File: src/mcss_top.sv
// Function
// - Master clock output runs at T1 or E1
// - All channels share one common line rate
// - Hardware mode: select pins plus rate configure
// - Hardware mode: rate derived from equalizer inputs
// - Host mode: ignore pins, use host bits
package mcss_pkg;

    // Clock of the block
    localparam int CLK_PERIOD_NS = 50;

    // Reference activity window, in ns and in cycles
    localparam int WIN_TIME_NS = 500000;
    localparam int WIN_CYC = WIN_TIME_NS / CLK_PERIOD_NS;
    localparam int WIN_W = 14;

    // Output frequencies in kHz and the NCO step for each
    localparam int OUT_E1_KHZ = 2048;
    localparam int OUT_T1_KHZ = 1544;
    localparam int CLK_KHZ = 1000000 / CLK_PERIOD_NS;
    localparam int ACC_W = 24;
    localparam longint ACC_ONE = longint'(1) << ACC_W;
    localparam logic [ACC_W-1:0] STEP_E1 =
        ACC_W'((longint'(OUT_E1_KHZ) * ACC_ONE + CLK_KHZ / 2) / CLK_KHZ);
    localparam logic [ACC_W-1:0] STEP_T1 =
        ACC_W'((longint'(OUT_T1_KHZ) * ACC_ONE + CLK_KHZ / 2) / CLK_KHZ);

    // Input select code that takes the 2048k reference from the E1 pin
    localparam logic [2:0] SEL_E1_REF = 3'h0;

    // Rate select values
    localparam logic RATE_E1 = 1'b0;
    localparam logic RATE_T1 = 1'b1;

    // Equalizer bit whose level marks the T1/J1 family when low
    localparam int EQ_FAMILY_BIT = 4;

    // Active synthesizer configuration
    typedef struct packed {
        logic host_mode;
        logic [2:0] in_sel;
        logic rate;
    } mcss_cfg_t;

    // Lock tracking states
    typedef enum logic [0:0] {
        MCSS_HUNT = 1'b0,
        MCSS_LOCK = 1'b1
    } mcss_state_t;

endpackage : mcss_pkg

`timescale 1ns/1ps
`default_nettype none

module mcss_top #(
    parameter int WIN_CYCLES = mcss_pkg::WIN_CYC
) (
    // Clock and reset
    input wire logic ref_clk,
    input wire logic rst,
    // External reference clocks
    input wire logic t1_reference_clock_in,
    input wire logic e1_reference_clock_in,
    // Hardware mode configuration pins
    input wire logic [2:0] synth_input_select,
    input wire logic [4:0] equalizer_control_inputs,
    // Host mode configuration bits
    input wire logic host_mode_sel,
    input wire logic [2:0] host_synth_input_select,
    input wire logic host_output_rate_select,
    // Synthesizer outputs
    output logic synth_master_clock_out,
    output logic synth_locked,
    output logic line_rate_t1
);

    // Synchronised reference levels: bit 1 E1, bit 0 T1
    logic [1:0] ref_lvl;
    // Synchronised configuration pins
    logic [12:0] cfg_lvl;

    // Reference pins pass the three-stage filter
    mcss_sync #(.W(2)) u_ref_sync (
        .ref_clk(ref_clk),
        .rst(rst),
        .pin_raw({e1_reference_clock_in, t1_reference_clock_in}),
        .pin_level(ref_lvl)
    );

    // Configuration pins come from the board, so they are filtered too
    mcss_sync #(.W(13)) u_cfg_sync (
        .ref_clk(ref_clk),
        .rst(rst),
        .pin_raw({host_mode_sel, host_synth_input_select, host_output_rate_select,
                  synth_input_select, equalizer_control_inputs}),
        .pin_level(cfg_lvl)
    );

    // Unpacked views of the filtered configuration
    logic hm_lvl; // Host mode
    logic [2:0] hsel_lvl; // Host input select
    logic hrate_lvl; // Host rate
    logic [2:0] psel_lvl; // Pin input select
    logic [4:0] eq_lvl; // Equalizer controls

    assign {hm_lvl, hsel_lvl, hrate_lvl, psel_lvl, eq_lvl} = cfg_lvl;

    // Configuration state
    mcss_pkg::mcss_cfg_t cfg_ff;
    mcss_pkg::mcss_cfg_t nxt_cfg;

    // Pick the configuration source by mode
    always_comb begin
        nxt_cfg.host_mode = hm_lvl;
        if (hm_lvl) begin
            // Pins are ignored; host bits steer the synthesizer
            nxt_cfg.in_sel = hsel_lvl;
            nxt_cfg.rate = hrate_lvl;
        end else begin
            nxt_cfg.in_sel = psel_lvl;
            // Low family bit means a T1/J1 equalizer setting
            if (eq_lvl[mcss_pkg::EQ_FAMILY_BIT]) begin
                nxt_cfg.rate = mcss_pkg::RATE_E1;
            end else begin
                nxt_cfg.rate = mcss_pkg::RATE_T1;
            end
        end
    end

    // Configuration register
    always_ff @(posedge ref_clk or posedge rst) begin
        if (rst) begin
            cfg_ff <= '0;
        end else begin
            cfg_ff <= nxt_cfg;
        end
    end

    // Any change of configuration forces a fresh lock attempt
    logic cfg_change;
    assign cfg_change = (nxt_cfg != cfg_ff);

    // Reference edge tracking and activity window
    logic ref_prev_ff;
    logic nxt_ref_prev;
    logic ref_sel; // Reference chosen by the input select
    logic ref_edge;
    logic [mcss_pkg::WIN_W-1:0] win_cnt_ff;
    logic [mcss_pkg::WIN_W-1:0] nxt_win_cnt;
    logic seen_ff; // An edge was seen in this window
    logic nxt_seen;
    logic win_end;

    // Code 0 takes the 2048k reference from the E1 pin, the rest the T1 pin;
    // with one source strapped to both pins either choice works
    always_comb begin
        if (cfg_ff.in_sel == mcss_pkg::SEL_E1_REF) begin
            ref_sel = ref_lvl[1];
        end else begin
            ref_sel = ref_lvl[0];
        end
    end

    assign ref_edge = ref_sel & ~ref_prev_ff;
    assign win_end = (win_cnt_ff == mcss_pkg::WIN_W'(WIN_CYCLES - 1));

    // Window counter and edge memory; the window restarts on config change
    always_comb begin
        nxt_ref_prev = ref_sel;
        nxt_win_cnt = win_cnt_ff + 1'b1;
        nxt_seen = seen_ff | ref_edge;
        if (cfg_change) begin
            nxt_win_cnt = '0;
            nxt_seen = 1'b0;
        end else if (win_end) begin
            nxt_win_cnt = '0;
            nxt_seen = 1'b0;
        end
    end

    // Window registers
    always_ff @(posedge ref_clk or posedge rst) begin
        if (rst) begin
            ref_prev_ff <= 1'b0;
            win_cnt_ff <= '0;
            seen_ff <= 1'b0;
        end else begin
            ref_prev_ff <= nxt_ref_prev;
            win_cnt_ff <= nxt_win_cnt;
            seen_ff <= nxt_seen;
        end
    end

    // Lock state
    mcss_pkg::mcss_state_t state_ff;
    mcss_pkg::mcss_state_t nxt_state;

    // Lock once a whole window held a reference edge; drop on a dead window
    always_comb begin
        nxt_state = state_ff;
        case (state_ff)
            mcss_pkg::MCSS_HUNT: begin
                if (!cfg_change && win_end && (seen_ff || ref_edge)) begin
                    nxt_state = mcss_pkg::MCSS_LOCK;
                end
            end
            mcss_pkg::MCSS_LOCK: begin
                if (cfg_change) begin
                    nxt_state = mcss_pkg::MCSS_HUNT;
                end else if (win_end && !(seen_ff || ref_edge)) begin
                    nxt_state = mcss_pkg::MCSS_HUNT;
                end
            end
            default: begin
                nxt_state = mcss_pkg::MCSS_HUNT;
            end
        endcase
    end

    // State register
    always_ff @(posedge ref_clk or posedge rst) begin
        if (rst) begin
            state_ff <= mcss_pkg::MCSS_HUNT;
        end else begin
            state_ff <= nxt_state;
        end
    end

    // Phase accumulator that stands in for the PLL
    logic [mcss_pkg::ACC_W-1:0] acc_ff;
    logic [mcss_pkg::ACC_W-1:0] nxt_acc;
    logic [mcss_pkg::ACC_W-1:0] step;
    logic mclk_ff;
    logic nxt_mclk;
    logic lock_ff;
    logic nxt_lock;
    logic rate_ff;
    logic nxt_rate;

    // Step size follows the rate select; jitter is one ref_clk period,
    // which is the price of an all-digital stand-in
    always_comb begin
        if (cfg_ff.rate == mcss_pkg::RATE_T1) begin
            step = mcss_pkg::STEP_T1;
        end else begin
            step = mcss_pkg::STEP_E1;
        end
    end

    // Run only while locked, so no clock leaves without a reference
    always_comb begin
        nxt_acc = '0;
        if (state_ff == mcss_pkg::MCSS_LOCK) begin
            nxt_acc = acc_ff + step;
        end
        nxt_mclk = acc_ff[mcss_pkg::ACC_W-1];
        nxt_lock = (state_ff == mcss_pkg::MCSS_LOCK);
        nxt_rate = cfg_ff.rate;
    end

    // Output registers
    always_ff @(posedge ref_clk or posedge rst) begin
        if (rst) begin
            acc_ff <= '0;
            mclk_ff <= 1'b0;
            lock_ff <= 1'b0;
            rate_ff <= 1'b0;
        end else begin
            acc_ff <= nxt_acc;
            mclk_ff <= nxt_mclk;
            lock_ff <= nxt_lock;
            rate_ff <= nxt_rate;
        end
    end

    // One rate drives every channel
    assign synth_master_clock_out = mclk_ff;
    assign synth_locked = lock_ff;
    assign line_rate_t1 = rate_ff;

endmodule : mcss_top

`default_nettype wire

File: src/mcss_sync.sv
`timescale 1ns/1ps
`default_nettype none

// Three-stage pin synchroniser; a new level is accepted only once
// the second and third stages agree, so a single metastable sample
// never reaches the block's own logic.
module mcss_sync #(
    parameter int W = 1
) (
    // Clock and reset
    input wire logic ref_clk,
    input wire logic rst,
    // Raw pin levels from outside the clock domain
    input wire logic [W-1:0] pin_raw,
    // Filtered levels in the ref_clk domain
    output logic [W-1:0] pin_level
);

    genvar gi;

    generate
        for (gi = 0; gi < W; gi = gi + 1) begin : g_bit
            logic s1_ff; // First stage, read only by the second
            logic s2_ff; // Second stage
            logic s3_ff; // Third stage
            logic lvl_ff; // Accepted level
            logic nxt_lvl;

            // Accept the level only when stages two and three agree
            always_comb begin
                nxt_lvl = lvl_ff;
                if (s2_ff == s3_ff) begin
                    nxt_lvl = s3_ff;
                end
            end

            // Register the chain and the accepted level
            always_ff @(posedge ref_clk or posedge rst) begin
                if (rst) begin
                    s1_ff <= 1'b0;
                    s2_ff <= 1'b0;
                    s3_ff <= 1'b0;
                    lvl_ff <= 1'b0;
                end else begin
                    s1_ff <= pin_raw[gi];
                    s2_ff <= s1_ff;
                    s3_ff <= s2_ff;
                    lvl_ff <= nxt_lvl;
                end
            end

            assign pin_level[gi] = lvl_ff;
        end
    endgenerate

endmodule : mcss_sync

`default_nettype wire

File: config.mk
export PLATFORM = sky130hd
export DESIGN_NAME = mcss_top
export DESIGN_NICKNAME = d
export VERILOG_FILES = /design/src/mcss_top.sv /design/src/mcss_sync.sv
export SDC_FILE = /design/constraint.sdc
export NUM_CORES = 1
export LEC_CHECK = 0
export ABC_AREA = 1
export BUFFER_PORTS_ARGS = -buffer_cell sky130_fd_sc_hd__buf_2
export CAP_MARGIN = 20
export CELL_PAD_IN_SITES_DETAIL_PLACEMENT = 0
export CELL_PAD_IN_SITES_GLOBAL_PLACEMENT = 1
export CORE_MARGIN = 2
export CORE_UTILIZATION = 50
export DETAILED_ROUTE_END_ITERATION = 16
export PLACE_DENSITY = 0.84
export SLEW_MARGIN = 30
export SYNTH_ARGS = -nofsm -noshare
export SYNTH_HDL_FRONTEND = slang
export SYNTH_SLANG_ARGS = --single-unit
File: constraint.sdc
create_clock -name ref_clk -period 7.3 [get_ports ref_clk]
set_input_delay 0.365 -clock ref_clk [delete_from_list [all_inputs] [get_ports ref_clk]]
set_output_delay 0.365 -clock ref_clk [all_outputs]
set_load 0.01 [all_outputs]
==> results.txt, run 1 <==
----------------------------------------------------
[Yosys]
  Area share of the largest cell type after synthesis ... 53.36%
  Number of standard cells after synthesis ... roughly 500
  Number of flip-flops and latches in the synthesized netlist ... 93
  Most common library cells after synthesis ... nand2_1 (117), dfrtp_1 (93), nor2_1 (78), inv_1 (65)
  Number of synthesized flops with an enable pin ... 0
  Biggest area consumer among synthesized cells ... dfrtp_1
  Number of unique standard cell types used by synthesis ... 36
  Synth warnings ... 0
  Cell with the most instances after synthesis ... nand2_1
  Net count of the mapped netlist ... 530
  Ys flop type ... dfrtp_1
  Cell types occupying the most area after synthesis ... dfrtp_1 (53%), nand2_1 (10%), nor2_1 (6.7%)
  Average cell area after synthesis ... around 8.7 um2
  Part of the Yosys area used for sequential elements ... 53.36%
  Mapped cell area ... between 4000 and 5000 um2
  Asr flop ratio synth ... 100.0%

[Timing]
  Summed negative setup slack over all endpoints ... 0 ps
  Endpoints failing setup ... 0
  Post-route fraction of the period consumed by the critical path ... 31.66%
  Count of final hold-check violations ... 0
  Worst Tran Pin Value ... 784.7 ps
  Final Skew ... ~15 ps
  Clock period minus final worst setup slack ... roughly 2300 ps
  F_max ... ~0.43 GHz
  Unrepaired setup endpoints after global routing ... false
  Relative max-transition margin ... a little under half
  Final slew viol count ... 0

[Clock tree]
  Clock tree from TritonCTS ... yes
  TritonCTS Buffers ... 9
  Post-CTS setup buffers ... 0
  Maximum count of clock buffers along a single path ... 2
  H-tree levels ... 3
  Library cell used as clock root buffer ... clkbuf_8
  Clock Latency Late Sink ... about 370 ps
  Clock Sinks ... between 90 and 100
  Total of cells resized after clock tree synthesis ... 0
  Number of buffers inserted by hold repair at cts ... 0
  Clock-pin transition on the worst setup and hold timing paths ... 120 ps

[Run status]
  Outcome ... completed

[Global route]
  Remaining global-route overflow ... 0
  Global-route wire length before repair ... between 10000 and 15000 um
  GRT Overall Usage ... 18.95%
  Antenna violations before repair ... 0
  Pin count of the biggest net entering global routing ... between 40 and 50
  Via count of the first global-routing pass ... approximately 3300

[Place]
  Cell count after placement ... about 620
  Number of buffers added on ports ... 15
  Final GP Congestion ... 0.8753
  DP HPWL ... 5882 um

[Drt]
  Number of detailed-route iterations in the first pass ... 4
  Drt total wl ... around 8000 um
  Routed WL per cell ... about 13 um
  Drt via density ... around 5
  Number of design rule violations left after detail routing ... 0
  DRC violation total after the first TritonRoute iteration ... roughly 150
  Detailed-route via count ... between 3000 and 4000
  Antenna violation net count after detailed routing ... 0

[Worst setup path]
  Setup CP Type ... flip-flop to flip-flop
  Capturing element type of the critical path ... flip-flop
  Startpoint class of the critical path ... flip-flop
  Worst Path Max Fanout ... 9
  CP Data Required Time ... between 7000 and 8000 ps
  Data arrival time of the critical path ... approximately 2600 ps

[Final layout]
  Register area ... about 2300 um2
  FILL cells ... 804
  Final cell count without fillers ... between 600 and 700
  Combined area of the multi-input logic cells ... 1765 um2
  Antenna diodes ... 0
  Share of post-route cells with drive strength above 1 ... under 10%
  Final Net Count ... about 550
  Relative area change from synthesis to final layout ... 9.466%

[Die]
  Area of the core region ... roughly 8600 um2
  Initial Utilization ... 50.76%
  Width of the chip ... 97.40 um
  Area of the die ... approximately 9500 um2
  Number of rows in the core area ... 34
  Count of boundary I/O pins ... 20
  Y dimension of the die ... ~97 um

[Hold path]
  Type of the tightest min-delay check ... primary input to async pin

[Power and ir drop]
  Leak ... between 2 and 2.5 nW
  Power density normalized to cell area ... around 210 nW/um2
  IR drop worst, VDD ... ~0.16 mV

[Flow run]
  Max capacitance violation total ... 0

----------------------------------------------------
## metal layers
| metal | vias to the layer above | GRT usage [%] | part of all wire [%] |
|---|---|---|---|
| li1 | 1641 | - | - |
| met1 | 1497 | 24.03 | 46 |
| met2 | 44 | 32.10 | 49 |
| met3 | 12 | 4.245 | 3.1 |
| met4 | 0 | 6.731 | 1.7 |
| met5 | - | 0 | 0 |
## per-stage QoR
| stage | instance area (um2) | setup slack (ps) | util (%) | total power, mW | hold slack [ps] |
|---|---|---|---|---|---|
| 2_1_floorplan | 4362 | 4515 | - | 0.6330 | 331.2 |
| 3_3_place_gp | 4562 | 5027 | 53.09 | 0.6545 | 332.4 |
| 3_5_place_dp | 4562 | 4995 | 53.09 | 0.6582 | 334.7 |
| 4_1_cts | 4775 | 4967 | 55.56 | 1.018 | 80.49 |
| 5_1_grt | 4775 | 4742 | 55.56 | 1.052 | 68.02 |
| 6_report | 4775 | 4989 | 55.56 | 1.003 | 83.41 |
## layout make-up
class,count,area share (%)
repair buffers,16,1.730
multi-input cells,339,36.98
inverters,66,5.267
clock inverters,7,1.861
clock buffers,9,2.594
well taps,108,2.830
flip-flops and latches,93,48.74
## path summary, 6_finish.rpt
kind	start	end	slack, ps	cells after the start
min in group ref_clk	equalizer_control_inputs[4]	u_cfg_sync.g_bit[4].s1_ff	100	1
setup reg to reg	nxt_rate	acc_ff[20]	4990	10
hold reg to reg	u_cfg_sync.g_bit[6].s1_ff	u_cfg_sync.g_bit[6].s2_ff	360	0
setup / recovery	nxt_rate	acc_ff[20]	4990	10
max in group asynchronous	rst	acc_ff[15]	6160	3
hold / removal	rst	u_cfg_sync.g_bit[7].lvl_ff	80	2
## kinds of logic (layout without fill, tap and decap cells)
| kind of cell | after synthesis | in the layout | share of synthesized area [%] |
|---|---|---|---|
| AO/OA/AOI/OAI | 51 | 51 | 6.655 |
| AND/OR/NAND/NOR | 256 | 256 | 25.70 |
| flip-flops | 93 | 93 | 53.36 |
| XOR/XNOR | 9 | 9 | 1.980 |
| adder cells (fa/ha/maj) | 23 | 23 | 6.139 |
| buffers and inverters | 69 | 98 | 6.168 |
## critical path, stage by stage, from the launching register on
cell and delay [ps]:
dfrtp_1 590, inv_1 250, ha_1 450, nand2_1 130
nor2_1 200, nand3_1 110, nand3_1 170, nand2_1 100
nand3_1 90, nand2_1 50, nor2_1 110
## registers in the layout (all words and copies together) (netlist names)
signal,count
acc_ff,24
cfg_ff,4
line_rate_t1,1
nxt_lock,1
nxt_rate,1
ref_prev_ff,1
seen_ff,1
synth_locked,1
synth_master_clock_out,1
u_cfg_sync.g_bit.lvl_ff,9
u_cfg_sync.g_bit.s1_ff,9
u_cfg_sync.g_bit.s2_ff,9
u_cfg_sync.g_bit.s3_ff,9
u_ref_sync.g_bit.lvl_ff,2
u_ref_sync.g_bit.s1_ff,2
u_ref_sync.g_bit.s2_ff,2
u_ref_sync.g_bit.s3_ff,2
win_cnt_ff,14
## report_power, final
| group | internal [mW] | switching [mW] | total (mW) |
|---|---|---|---|
| logic | 0.0317 | 0.0624 | 0.0941 |
| registers | 0.536 | 0.0153 | 0.552 |
| clock network | 0.141 | 0.216 | 0.357 |
| total | 0.709 | 0.294 | 1.00 |
## cells in the final DEF (no fill, tap or decap), drive strengths merged, types with 7 or more instances in the layout
cell type  instances
nor2              79
dfrtp             93
o21ai             16
buf               16
nand3             27
inv               69
a21oi             28
ha                11
xor2               8
nand4              7
nand2            125
maj3              11
clkbuf             9
nor3              11
No activity file was read; power rests on OpenSTA's default activity.
==> run 2, diff against run 1 <==
--- a/config.mk
+++ b/config.mk
@@ -11,9 +11,9 @@
 export CELL_PAD_IN_SITES_DETAIL_PLACEMENT = 0
 export CELL_PAD_IN_SITES_GLOBAL_PLACEMENT = 1
 export CORE_MARGIN = 2
-export CORE_UTILIZATION = 50
+export CORE_UTILIZATION = 42
 export DETAILED_ROUTE_END_ITERATION = 16
-export PLACE_DENSITY = 0.84
+export PLACE_DENSITY = 0.75
 export SLEW_MARGIN = 30
 export SYNTH_ARGS = -nofsm -noshare
 export SYNTH_HDL_FRONTEND = slang
==> constraint.sdc (replaced) <==
create_clock -name ref_clk -period 1.9 [get_ports ref_clk]
set_input_delay 0.095 -clock ref_clk [delete_from_list [all_inputs] [get_ports ref_clk]]
set_output_delay 0.095 -clock ref_clk [all_outputs]
set_load 0.01 [all_outputs]
==> run 2 against run 1 <==
Net effect: setup slack worse by 4900 ps; highest routed layer unchanged; clock power increased to 4.0 times the previous value; global-route usage decreased by 1.8 points; critical path depth shrank 1; sequential power grew to 3.8 times the previous value; critical endpoint is now acc_ff[18]; die area rose by 18%; cell count grew 8.9%; worst hold slack improved by 180 ps; combinational power increased to 5.5 times the previous value.
==> results.txt, run 2 (synthesis gave the netlist of run 1 again) <==
----------------------------------------------------
[Worst setup path]
  Capturing element type of the critical path ... flip-flop
  Setup CP Type ... flip-flop to flip-flop
  CP Data Required Time ... 2180 ps (-5420 ps)
  Data arrival time of the critical path ... 2110 ps (-500 ps)
  Worst Path Max Fanout ... 6 (-3)
  Startpoint class of the critical path ... flip-flop

[Die]
  Area of the core region ... 10180 um2 (+19%)
  Area of the die ... 11220 um2 (+18%)
  Width of the chip ... 105.9 um (+8.7%)
  Y dimension of the die ... 105.9 um (+8.7%)
  Number of rows in the core area ... 37 (+8.8%)
  Initial Utilization ... 42.83% (-7.9 points)
  Count of boundary I/O pins ... 20 (unchanged)

[Place]
  DP HPWL ... 6372 um (+8.3%)
  Number of buffers added on ports ... 15 (unchanged)
  Setup WS pre-CTS ... -41.67 ps (-5037 ps)
  Placed Instance Area ... 4732 um2 (+3.7%)
  Final GP Congestion ... 0.8404 (-4.0%)

[Final layout]
  Post-route cell area ... 5379 um2 (+13%)
  Relative area change from synthesis to final layout ... 23.32%
  Highest-count cells in the layout ignoring fill and taps ... nand2_1 (97), dfrtp_1 (92), nor2_1 (66), inv_1 (61), nand2_2 (23)
  Share of post-route cells with drive strength above 1 ... 22.72% (+13 points)
  Antenna diodes ... 0 (unchanged)
  Final core utilization ... 52.81% (-2.7 points)
  Top flop regs ... acc_ff (24), win_cnt_ff (14)
  Largest register FFs ... 24 (unchanged)
  Largest reg by FF count ... acc_ff
  Most common cell after layout, fill and taps aside ... nand2_1
  Final Net Count ... 583 (+5.2%)

[Clock tree]
  Clock tree from TritonCTS ... yes
  Clock Sinks ... 93 (unchanged)
  Clock Latency Late Sink ... 370 ps (about the same)
  H-tree levels ... 3 (unchanged)
  Maximum count of clock buffers along a single path ... 2 (unchanged)
  Library cell used as clock root buffer ... clkbuf_8
  Clock-pin transition on the worst setup and hold timing paths ... 110 ps (about the same)
  TritonCTS Buffers ... 9 (unchanged)

[Timing]
  F_max ... 0.5447 GHz (+26%)
  Relative max-transition margin ... 59.25% (+12 points)
  Summed negative setup slack over all endpoints ... 0 ps (unchanged)
  Endpoints failing setup ... 0 (unchanged)
  Worst Tran Pin Value ... 611.3 ps (-173.4 ps)
  Minimum setup slack in the final design ... 64.26 ps (-4925 ps)
  Post-route fraction of the period consumed by the critical path ... 96.62% (+65 points)
  Count of final hold-check violations ... 0 (unchanged)
  Final Skew ... 12.69 ps (-1.923 ps)
  Final slew viol count ... 0 (unchanged)
  Clock period minus final worst setup slack ... 1836 ps (-475.1 ps)
  Unrepaired setup endpoints after global routing ... true

[Drt]
  Detailed-route via count ... 3339 (+4.5%)
  Drt total wl ... 8972 um (+12%)
  Antenna violation net count after detailed routing ... 0 (unchanged)
  DRC violation total after the first TritonRoute iteration ... 126 (-14%)
  Routed WL per cell ... 12.91 um (+2.5%)
  Number of design rule violations left after detail routing ... 0 (unchanged)
  Drt via density ... 4.804 (-4.0%)
  Number of detailed-route iterations in the first pass ... 4 (unchanged)

[Run status]
  Outcome ... completed

[Global route]
  Global-route wire length before repair ... 15010 um (+3.2%)
  Remaining global-route overflow ... 0 (unchanged)
  Antenna violations before repair ... 0 (unchanged)
  GRT Overall Usage ... 17.11% (-1.8 points)
  Pin count of the biggest net entering global routing ... 54 (+10%)
  Via count of the first global-routing pass ... 3279 (+0.28%)

[Power and ir drop]
  IR drop worst, VDD ... 0.7082 mV (+360%)
  Power density normalized to cell area ... 752.1 nW/um2 (+260%)
  Leak ... 2.490 nW (+6.9%)

[Flow run]
  Max capacitance violation total ... 0 (unchanged)

[Hold path]
  Type of the tightest min-delay check ... primary input to async pin

----------------------------------------------------
[run 2: changes by cell type in the layout (fill, tap and decap cells not counted), moves of 12 or more]
cell	change
nand2_1	-20
nand2_2	+19
dlygate4sd3_1	+12
nor2_1	-12
buf_4	+14
[run 2: worst paths after layout]
kind                                             from                    endpoint  slack [ps]  cells past startpoint
max in group asynchronous                         rst                    nxt_rate         940                      4
hold reg to reg            u_cfg_sync.g_bit[10].s1_ff  u_cfg_sync.g_bit[10].s2_ff         350                      0
setup reg to reg                             nxt_rate                  acc_ff[18]          60                      9
hold / removal                                    rst                  acc_ff[18]         260                      3
min in group ref_clk       u_cfg_sync.g_bit[10].s1_ff  u_cfg_sync.g_bit[10].s2_ff         350                      0
setup / recovery                             nxt_rate                  acc_ff[18]          60                      9
[run 2: layout make-up]
cell class	count	area (um2)
Clock buffer	9	123.9
Tap cell	136	170.2
Fill cell	937	4806
Multi-Input combinational cell	339	2054
Clock inverter	7	88.84
Inverter	66	259.0
Sequential cell	93	2328
Timing Repair Buffer	45	354.1
[run 2: worst max-delay path: stages (launching register included)]
cell and delay (ps):
dfrtp_2 460, buf_8 160, fa_2 390, nor2_2 100, nand2_2 90, nand2_4 110, a21o_1 180, nand2_2 80
a21oi_2 120, nor2_1 50
[run 2: per-layer routing]
metal	vias up	wire, um	global-route usage [%]
met5	-	0	0
met4	0	138	6.485
met3	13	219	3.740
met2	30	4508	28.71
met1	1603	4107	21.75
li1	1693	-	-
[run 2: repair_timing]
action                                  4_1_cts  5_1_grt
endpoints found under the setup margin        8       16
pin swaps                                     1       16
gates resized for setup                       6       67
hold buffers                                 12        0
hold endpoints to repair                     27        0
buffers inserted                              0        1
[run 2: where the power goes]
group / switching (mW) / internal (mW) / leakage [nW]
clock network: 0.775 / 0.643 / 0.106
registers: 0.0523 / 2.06 / 1.18
logic: 0.295 / 0.219 / 1.20
[run 2: metrics by stage]
| step | std cells | power (mW) | hold slack, ps |
|---|---|---|---|
| 2_1_floorplan | 501 | 2.433 | 126.4 |
| 3_3_place_gp | 666 | 2.561 | 133.5 |
| 3_5_place_dp | 666 | 2.572 | 128.6 |
| 4_1_cts | 694 | 4.052 | 260.9 |
| 5_1_grt | 695 | 4.259 | 288.3 |
| 6_report | 695 | 4.045 | 262.0 |
